## src/design/drc_pkg.sv

```systemverilog
// Constants, types and helpers of the reference converter control block
// Functional notes
// - Low-power select one drops lower ladder end; zero drops upper end.
// - First control register keeps all bits across Sleep wake-up.
// - Reset disables converter and disconnects output from its pin.
// - Reset clears the five-bit output level field.
// - Converter enable is bit 7 of first register; one enables.
// - Positive source bits 3:2: supply, external, fixed buffer, reserved.
// - Negative source bit 0: one external reference, zero ground.
// - Level bits 4:0 of second register pick ladder tap out of 32.
// - Unimplemented bits ignore writes and read as zero.
// - Pin drive bit 5 routes level to pin; pin reads return zero.
package drc_pkg;

    localparam int unsigned ADDR_W = 2;
    localparam int unsigned DATA_W = 8;
    localparam int unsigned LVL_W  = 5;

    localparam logic [ADDR_W-1:0] OFS_MAIN   = 2'h0;
    localparam logic [ADDR_W-1:0] OFS_LEVEL  = 2'h1;
    localparam logic [ADDR_W-1:0] OFS_STATUS = 2'h2;

    localparam int unsigned EN_POS  = 7;
    localparam int unsigned LPS_POS = 6;
    localparam int unsigned OE_POS  = 5;
    localparam int unsigned PSS_POS = 2;
    localparam int unsigned NSS_POS = 0;
    localparam int unsigned LVL_POS = 0;

    localparam int unsigned STS_MODE_POS = 0;
    localparam int unsigned STS_CHI_POS  = 3;
    localparam int unsigned STS_CLO_POS  = 4;
    localparam int unsigned STS_RSV_POS  = 5;

    localparam logic [DATA_W-1:0] MAIN_RSVD = 8'h12;
    localparam logic [LVL_W-1:0]  LEVEL_RST = 5'h00;
    localparam logic [LVL_W-1:0]  LVL_ONES  = 5'h1F;
    localparam logic [LVL_W-1:0]  LVL_ZERO  = 5'h00;

    localparam logic [1:0] PSS_SUPPLY = 2'h0;
    localparam logic [1:0] PSS_EXT    = 2'h1;
    localparam logic [1:0] PSS_FIXED  = 2'h2;
    localparam logic [1:0] PSS_RSVD   = 2'h3;

    localparam logic [2:0] SRC_NONE   = 3'h0;
    localparam logic [2:0] SRC_SUPPLY = 3'h1;
    localparam logic [2:0] SRC_EXT    = 3'h2;
    localparam logic [2:0] SRC_FIXED  = 3'h4;

    typedef enum logic [2:0] {
        MODE_ACTIVE    = 3'b001,
        MODE_LOWER_OFF = 3'b010,
        MODE_UPPER_OFF = 3'b100
    } drc_mode_t;

    typedef struct packed {
        logic [ADDR_W-1:0] addr;
        logic [DATA_W-1:0] wdata;
        logic              wr;
        logic              rd;
    } drc_bus_t;

    typedef struct packed {
        logic       converter_enable;
        logic       low_power_end_select;
        logic       level_pin_drive_enable;
        logic [1:0] positive_source_select;
        logic       negative_source_select;
    } drc_ctl_t;

    typedef struct packed {
        logic [2:0]       upper_src;
        logic             lower_ext;
        logic             upper_end_on;
        logic             lower_end_on;
        logic [LVL_W-1:0] tap;
        logic             pin_drive;
    } drc_ladder_t;

    typedef struct packed {
        drc_ctl_t          ctl;
        logic [LVL_W-1:0]  level;
        drc_mode_t         mode;
        drc_ladder_t       ladder;
        logic [DATA_W-1:0] rd_data;
        logic              clamp_hi;
        logic              clamp_lo;
        logic              src_rsvd;
        logic              pin_rd;
    } drc_state_t;

    localparam drc_ladder_t LADDER_RST = '{upper_src: SRC_SUPPLY, lower_ext: 1'b0,
        upper_end_on: 1'b0, lower_end_on: 1'b1, tap: LEVEL_RST, pin_drive: 1'b0};

    localparam drc_state_t ST_RST = '{ctl: '0, level: LEVEL_RST, mode: MODE_UPPER_OFF,
        ladder: LADDER_RST, rd_data: '0, clamp_hi: 1'b0, clamp_lo: 1'b1,
        src_rsvd: 1'b0, pin_rd: 1'b0};

    function automatic logic [DATA_W-1:0] drc_pack_ctl(input drc_ctl_t c);
        logic [DATA_W-1:0] b;
        b                 = '0;
        b[EN_POS]         = c.converter_enable;
        b[LPS_POS]        = c.low_power_end_select;
        b[OE_POS]         = c.level_pin_drive_enable;
        b[PSS_POS +: 2]   = c.positive_source_select;
        b[NSS_POS]        = c.negative_source_select;
        return b;
    endfunction : drc_pack_ctl

    function automatic drc_ctl_t drc_unpack_ctl(input logic [DATA_W-1:0] b);
        drc_ctl_t c;
        c.converter_enable       = b[EN_POS];
        c.low_power_end_select   = b[LPS_POS];
        c.level_pin_drive_enable = b[OE_POS];
        c.positive_source_select = b[PSS_POS +: 2];
        c.negative_source_select = b[NSS_POS];
        return c;
    endfunction : drc_unpack_ctl

    function automatic logic [DATA_W-1:0] drc_pack_status(input drc_state_t s);
        logic [DATA_W-1:0] b;
        b                     = '0;
        b[STS_MODE_POS +: 3]  = s.mode;
        b[STS_CHI_POS]        = s.clamp_hi;
        b[STS_CLO_POS]        = s.clamp_lo;
        b[STS_RSV_POS]        = s.src_rsvd;
        return b;
    endfunction : drc_pack_status

endpackage : drc_pkg

```

## src/design/drc_reference_control.sv

```systemverilog
// Register file, pin override and ladder control of the reference converter
//
// The register addresses and strobed register access were chosen for this implementation.
`timescale 1ns/1ps
`default_nettype none

module drc_reference_control
    import drc_pkg::*;
(
    input  wire logic              ref_clk,
    input  wire logic              rst_n,
    input  wire drc_bus_t          bus_req,
    output logic [DATA_W-1:0]      rd_data,
    output var  drc_ladder_t       ladder_ctl,
    output var  drc_mode_t         ladder_mode,
    input  wire logic              pin_level_in,
    input  wire logic              pin_digital_oe_req,
    output logic                   pin_read_value,
    output logic                   pin_digital_oe
);

    drc_state_t  st_q;
    drc_state_t  st_d;
    drc_ladder_t map_ladder;
    drc_mode_t   map_mode;
    logic        wr_main;
    logic        wr_level;
    logic        rd_status;
    logic        rst_seen_q;

    assign wr_main   = bus_req.wr && (bus_req.addr == OFS_MAIN);
    assign wr_level  = bus_req.wr && (bus_req.addr == OFS_LEVEL);
    assign rd_status = bus_req.rd && (bus_req.addr == OFS_STATUS);

    drc_ladder_map u_map (
        .ctl    (st_q.ctl),
        .level  (st_q.level),
        .ladder (map_ladder),
        .mode   (map_mode)
    );

    always_comb begin
        st_d         = st_q;
        st_d.rd_data = '0;

        // Only implemented fields are stored, so reserved bits can never be set
        if (wr_main) begin
            st_d.ctl = drc_unpack_ctl(bus_req.wdata);
        end
        if (wr_level) begin
            st_d.level = bus_req.wdata[LVL_POS +: LVL_W];
        end

        if (bus_req.rd) begin
            case (bus_req.addr)
                OFS_MAIN: begin
                    st_d.rd_data = drc_pack_ctl(st_q.ctl);
                end
                OFS_LEVEL: begin
                    st_d.rd_data = {{(DATA_W-LVL_W){1'b0}}, st_q.level};
                end
                OFS_STATUS: begin
                    st_d.rd_data = drc_pack_status(st_q);
                end
                default: begin
                    st_d.rd_data = '0;
                end
            endcase
        end

        // Switches follow the stored fields one cycle late, never a half-done write
        st_d.ladder = map_ladder;
        st_d.mode   = map_mode;

        st_d.clamp_hi = !st_q.ctl.converter_enable && st_q.ctl.low_power_end_select
                        && (st_q.level == LVL_ONES);
        st_d.clamp_lo = !st_q.ctl.converter_enable && !st_q.ctl.low_power_end_select
                        && (st_q.level == LVL_ZERO);
        st_d.src_rsvd = (st_q.ctl.positive_source_select == PSS_RSVD);

        // Pin in analog use: digital read path forced low
        st_d.pin_rd = st_q.ctl.level_pin_drive_enable ? 1'b0 : pin_level_in;
    end

    // Only a bus write or rst_n changes the fields, so a Sleep wake-up leaves them intact
    always_ff @(posedge ref_clk or negedge rst_n) begin
        if (!rst_n) begin
            st_q <= ST_RST;
        end else begin
            st_q <= st_d;
        end
    end

    assign rd_data        = st_q.rd_data;
    assign ladder_ctl     = st_q.ladder;
    assign ladder_mode    = st_q.mode;
    assign pin_read_value = st_q.pin_rd;
    // Analog output overrides the digital driver of the shared pin
    assign pin_digital_oe = pin_digital_oe_req && !st_q.ladder.pin_drive;

    always_ff @(posedge ref_clk or negedge rst_n) begin
        if (!rst_n) begin
            rst_seen_q <= 1'b1;
        end else begin
            rst_seen_q <= 1'b0;
        end
    end
endmodule : drc_reference_control

`default_nettype wire

```

## src/design/drc_ladder_map.sv

```systemverilog
// Maps stored control fields onto ladder switch controls and ladder mode
`timescale 1ns/1ps
`default_nettype none

module drc_ladder_map
    import drc_pkg::*;
(
    input  wire drc_ctl_t         ctl,
    input  wire logic [LVL_W-1:0] level,
    output var  drc_ladder_t      ladder,
    output var  drc_mode_t        mode
);

    always_comb begin
        ladder           = '0;
        ladder.tap       = level;
        ladder.pin_drive = ctl.level_pin_drive_enable;
        ladder.lower_ext = ctl.negative_source_select;
        case (ctl.positive_source_select)
            PSS_SUPPLY: ladder.upper_src = SRC_SUPPLY;
            PSS_EXT:    ladder.upper_src = SRC_EXT;
            PSS_FIXED:  ladder.upper_src = SRC_FIXED;
            default:    ladder.upper_src = SRC_NONE;
        endcase
        // Reserved source code opens every upper switch rather than guess a source
        if (ctl.converter_enable) begin
            mode                = MODE_ACTIVE;
            ladder.upper_end_on = 1'b1;
            ladder.lower_end_on = 1'b1;
        end else if (ctl.low_power_end_select) begin
            mode                = MODE_LOWER_OFF;
            ladder.upper_end_on = 1'b1;
            ladder.lower_end_on = 1'b0;
        end else begin
            mode                = MODE_UPPER_OFF;
            ladder.upper_end_on = 1'b0;
            ladder.lower_end_on = 1'b1;
        end
    end

endmodule : drc_ladder_map

`default_nettype wire

```

## config.mk

```make
export PLATFORM = sky130hd
export DESIGN_NAME = drc_reference_control
export DESIGN_NICKNAME = d
export VERILOG_FILES = /design/src/design/drc_pkg.sv /design/src/design/drc_reference_control.sv /design/src/design/drc_ladder_map.sv
export SDC_FILE = /design/constraint.sdc
export NUM_CORES = 1
export LEC_CHECK = 0
export BUFFER_PORTS_ARGS = -buffer_cell sky130_fd_sc_hd__clkbuf_2
export CAP_MARGIN = 25
export CORE_AREA = 5 5 69 55
export CTS_CLUSTER_DIAMETER = 60
export DETAILED_ROUTE_END_ITERATION = 7
export DIE_AREA = 0 0 74 60
export PLACE_DENSITY = 0.85
export SLEW_MARGIN = 10
export SYNTH_ARGS = -nofsm -noshare
export SYNTH_HDL_FRONTEND = slang
export SYNTH_SLANG_ARGS = --single-unit
```

## constraint.sdc

```tcl
create_clock -name ref_clk -period 2.4 [get_ports ref_clk]
set_input_delay 0.12 -clock ref_clk [delete_from_list [all_inputs] [get_ports ref_clk]]
set_output_delay 0.12 -clock ref_clk [all_outputs]
set_load 0.05 [all_outputs]
```

* After elaboration in Yosys (flattened, before gate mapping)
Cells that the tools add are included.
** Operators by class
- Equal/unequal tests :: 6
- Muxes and demuxes :: 8
- Reductions and logical operators :: 13
** Operators by type and width (number)
- 8-bit case mux with 3 select lines :: 1
- 3-bit case mux with 3 select lines :: 1
- 8-bit 2-to-1 mux :: 1
- 1-bit logical AND :: 7
- 2-bit equality test, second input constant :: 3
- 3-bit 2-to-1 mux :: 2
- 5-bit equality test, second input constant :: 1
- 5-bit zero test :: 1
- 2-bit by 1-bit equality test with 1-bit output, second input constant :: 2
- 2-bit zero test :: 2
- 2-bit 2-to-1 mux :: 2
- 1-bit zero test :: 3
- 1-bit 2-to-1 mux :: 1
** Storage, ports and cells
- Register bits :: 38
- Input bits :: 16
- Logic and storage cells :: 45

* Depth between registers and ports, before layout
- Depth in word-level cells :: 3
- Gate-level depth with buffers :: 5
- Gate-level depth less buffers :: 3

* Hierarchy
A second synthesis with hierarchy kept.
** Unflattened totals
- Cell total of the unflattened synthesis :: 123
- Area total of the unflattened synthesis :: 1645.3 um^2
** Modules (own cells, without submodules)
- drc_reference_control :: instances 1, cells each 108, area an instance 1544.0 um^2, seq. area each 955.9 um^2
- drc_ladder_map :: instances 1, cells each 15, area an instance 101.3 um^2, seq. area each 0.0 um^2

* Least setup slack after synthesis
OpenSTA, ideal clock, no wires.
- Path type :: register -> output
- Start point :: reg st_q (netlist bit ladder_ctl[0])
- End point :: out pin_digital_oe
- Arrival :: 1056 ps
- Data required time :: 2280 ps
- Slack :: 1224 ps
- Cell stages (with the launch flop) :: 2
- Buffers on the path :: 0
- Cells stage by stage :: dfrtp_1 nor2b_1
** Between the ends
- Cells in the longest elaborated chain, start to end :: 2
** RTL lines
- from (decl) :: line drc_reference_control.sv:22 : drc_state_t st_q;
- from (signal assigned) :: line drc_reference_control.sv:90 : st_q <= st_d;
- 1-bit zero test :: line drc_reference_control.sv:99 : assign pin_digital_oe = pin_digital_oe_req && !st_q.ladder.pin_drive;
- 1-bit logical AND :: line drc_reference_control.sv:99
- to (decl) :: line drc_reference_control.sv:19 : output logic pin_digital_oe
No other way between the ends.

* Worst setup path after layout
- Start point :: reg st_q (netlist bit ladder_mode[2])
- End point :: out ladder_mode[2]
** RTL lines
- to (decl) :: line drc_reference_control.sv:15 : output var drc_mode_t ladder_mode,
No word-level cell between the ends.

==> run_results.csv <==
group,metric,value,unit
placed_design,portBuffers,40,
power_and_ir_drop,power_density,996,nW/um^2
timing,hold_violations,0,
routing,vias_per_cell,4.89,
clocking,h-tree-depth,2,
worst_setup_path,cp_top_family,"flip-flops",
worst_setup_path,path_class,"reg -> out",
grt,antenna_found_initial,0,
logic_synthesis,ys_ff_latch,38,
power_and_ir_drop,vdd_drop_max,0.504,mV
die,fp.dieW,74,um
timing,drv_slew,0,
clocking,root_buffer,"clkbuf_8",
logic_synthesis,yosysSeqAreaShare,60.2,%
flow_run,drv_cap,0,
worst_setup_path,path_cells,"clkbuf_2",
clocking,cts_sinks,38,
timing,tightest_slew,873,ps
placed_design,post-dp-hpwl,1.85,mm
timing,hold-worst-slack,56.7,ps
die,start_util,50.7,%
timing,setup_viol,0,
worst_setup_path,cpPeakStageDelay,540,ps
worst_setup_path,endpoint_kind,"output pin",
grt,grt_pass1_wl,4.28,mm
clocking,cts_made_buffers,5,
logic_synthesis,syn-num-nets,131,
timing,period_share,50.7,%
routing,antenna_left,0,
logic_synthesis,synth_area_leaders,"dfrtp_1 (54%), buf_4 (11%), mux2_4 (7.6%)",
logic_synthesis,ys_types,26,
routing,wl,2.55,mm
layout,synthToLayoutAreaGrowth,10.3,%
routing,via_count,871,
clocking,cts_tree,"yes",
placed_design,dp.cells,169,
logic_synthesis,synth_top_area_share,53.6,%
die,rows,18,
grt,grt_max_degree,39,
die,dieHeight,60,um
die,ioPinCount,41,
placed_design,place.gp.congestion,0.723,
logic_synthesis,syn-instance-count,115,
clocking,cts_buffer_depth,2,
layout,final_cell_count_no_fill,178,
timing,period_needed,1220,ps
status,status,"complete, no violations",
logic_synthesis,yosys.area.top_type,"dfrtp_1",
layout,drive_gt1_share,49.3,%
worst_setup_path,cp.arrival,1100,ps
clocking,clk_latency,290,ps
grt,grt_pass1_vias,933,
clocking,clkTransAtPathRegs,70,ps
timing,tns,0,ps
layout,final_common_cell,"clkbuf_2",
timing,slew_headroom,41.8,%
timing,fin_worst_skew,5.12,ps
worst_setup_path,crit_fanout,2,
worst_setup_path,crit_required,2280,ps
timing,max_freq,0.822,GHz
logic_synthesis,avgSynthCellArea,13.8,um^2
layout,fin_util,56.0,%
routing,drt_iter0_drc,40,
die,coreArea,3130,um^2
power_and_ir_drop,p_leak,0.891,nW
layout,nets,153,
grt,grt-ovfl-total,0,
worst_setup_path,slowest_stage,"dfstp_2",
grt,grtUsageTotal,13.7,%
layout,diodes,0,
timing,rsz0062_at_grt,"no",
logic_synthesis,syn_area,1590,um^2
worst_hold_path,min-delay-path-class,"in -> reg",
routing,firstDrtPassIters,4,
die,die_area,4440,um^2
logic_synthesis,yosysWarnings,0,
layout,final_cell_mix,"clkbuf_2 (40), dfrtp_1 (34), mux2_4 (8), clkbuf_8 (8), nor2b_1 (7)",
worst_setup_path,start_kind,"flip-flop",
routing,wire_per_inst,14.3,um
routing,drcViolationCount,0,
worst_setup_path,cp_num_buf_inv,1,
[per-layer routing]
| layer | wire length (um) | global-route usage, % | part of all wire (%) |
|---|---|---|---|
| met3 | 237 | 7.90 | 9.3 |
| met1 | 1060 | 16.2 | 41 |
| met5 | 0 | 0 | 0 |
| met4 | 32 | 6.20 | 1.3 |
| met2 | 1230 | 20.3 | 48 |
[cell usage after synthesis]
library cell   n
or2_2          1
nor2_2         1
buf_4         23
nand2_1        1
nor2b_4        1
mux2_2         3
mux2i_1        4
nand2b_1       1
nor3b_1        1
o21ai_0        3
nand3b_1       3
nor2b_1        7
and2_4         1
dfstp_2        4
buf_6          3
nand2_4        1
nor2_1         1
inv_1          2
and2_1         4
and3_1         2
a22oi_1        2
or4_1          1
mux2_4         8
nor3_1         2
nand3_1        1
dfrtp_1       34
[layout make-up]
| cell class | count | area (um^2) |
|---|---|---|
| clock buffers | 8 | 110 |
| fillers | 246 | 1380 |
| well taps | 40 | 50.0 |
| flip-flops and latches | 38 | 956 |
| repair buffers | 41 | 210 |
| multi-input cells | 49 | 418 |
| inverters | 2 | 7.51 |
[path summary, 6_finish.rpt]
path / start / endpoint / slack (ps) / cells after the start
max: ladder_mode[2]$_DFF_PN1_ / ladder_mode[2] / 1180 / 1
min: bus_req[7] / st_q[35]$_DFFE_PN0P_ / 60 / 2
max reg2reg: st_q[31]$_DFFE_PN0P_ / st_q[2]$_DFF_PN1_ / 1200 / 2
min reg2reg: st_q[32]$_DFFE_PN0P_ / ladder_ctl[8]$_DFF_PN0_ / 420 / 0
max in group asynchronous: rst_n / rd_data[7]$_DFF_PN0_ / 1380 / 2
min in group asynchronous: rst_n / pin_read_value$_DFF_PN0_ / 480 / 2
[registers in the layout (all words and copies together), names as in the netlist]
name / count
ladder_mode: 3
st_q: 14
ladder_ctl: 12
rd_data: 8
pin_read_value: 1
[repair_timing]
item                      in CTS  in global routing
hold endpoints to repair      34                  0
hold buffers                   1                  0
gates resized for setup        0                  0
buffers inserted               0                  0
[through the flow]
step           worst slack [ps]  power [mW]  area (um^2)
3_3_place_gp               1280        1.25         1630
4_1_cts                    1170        1.76         1750
2_1_floorplan              1220        1.23         1590
6_report                   1180        1.74         1750
5_1_grt                    1110        1.83         1750
3_5_place_dp               1230        1.26         1630
[power breakdown]
part           switching, mW  internal [mW]  total [mW]
Sequential            0.0663          0.746       0.813
Clock                  0.208          0.290       0.498
Combinational          0.310          0.124       0.434
Total                  0.584           1.16        1.74
[cells by family after synthesis]
logic type | Yosys count | synth area share (%)
mux | 15 | 12.2
compound gates | 5 | 1.89
buf+inv | 28 | 13.5
simple gates | 29 | 12.2
flops | 38 | 60.2
Note: power is estimated with default switching activity, not from simulation.
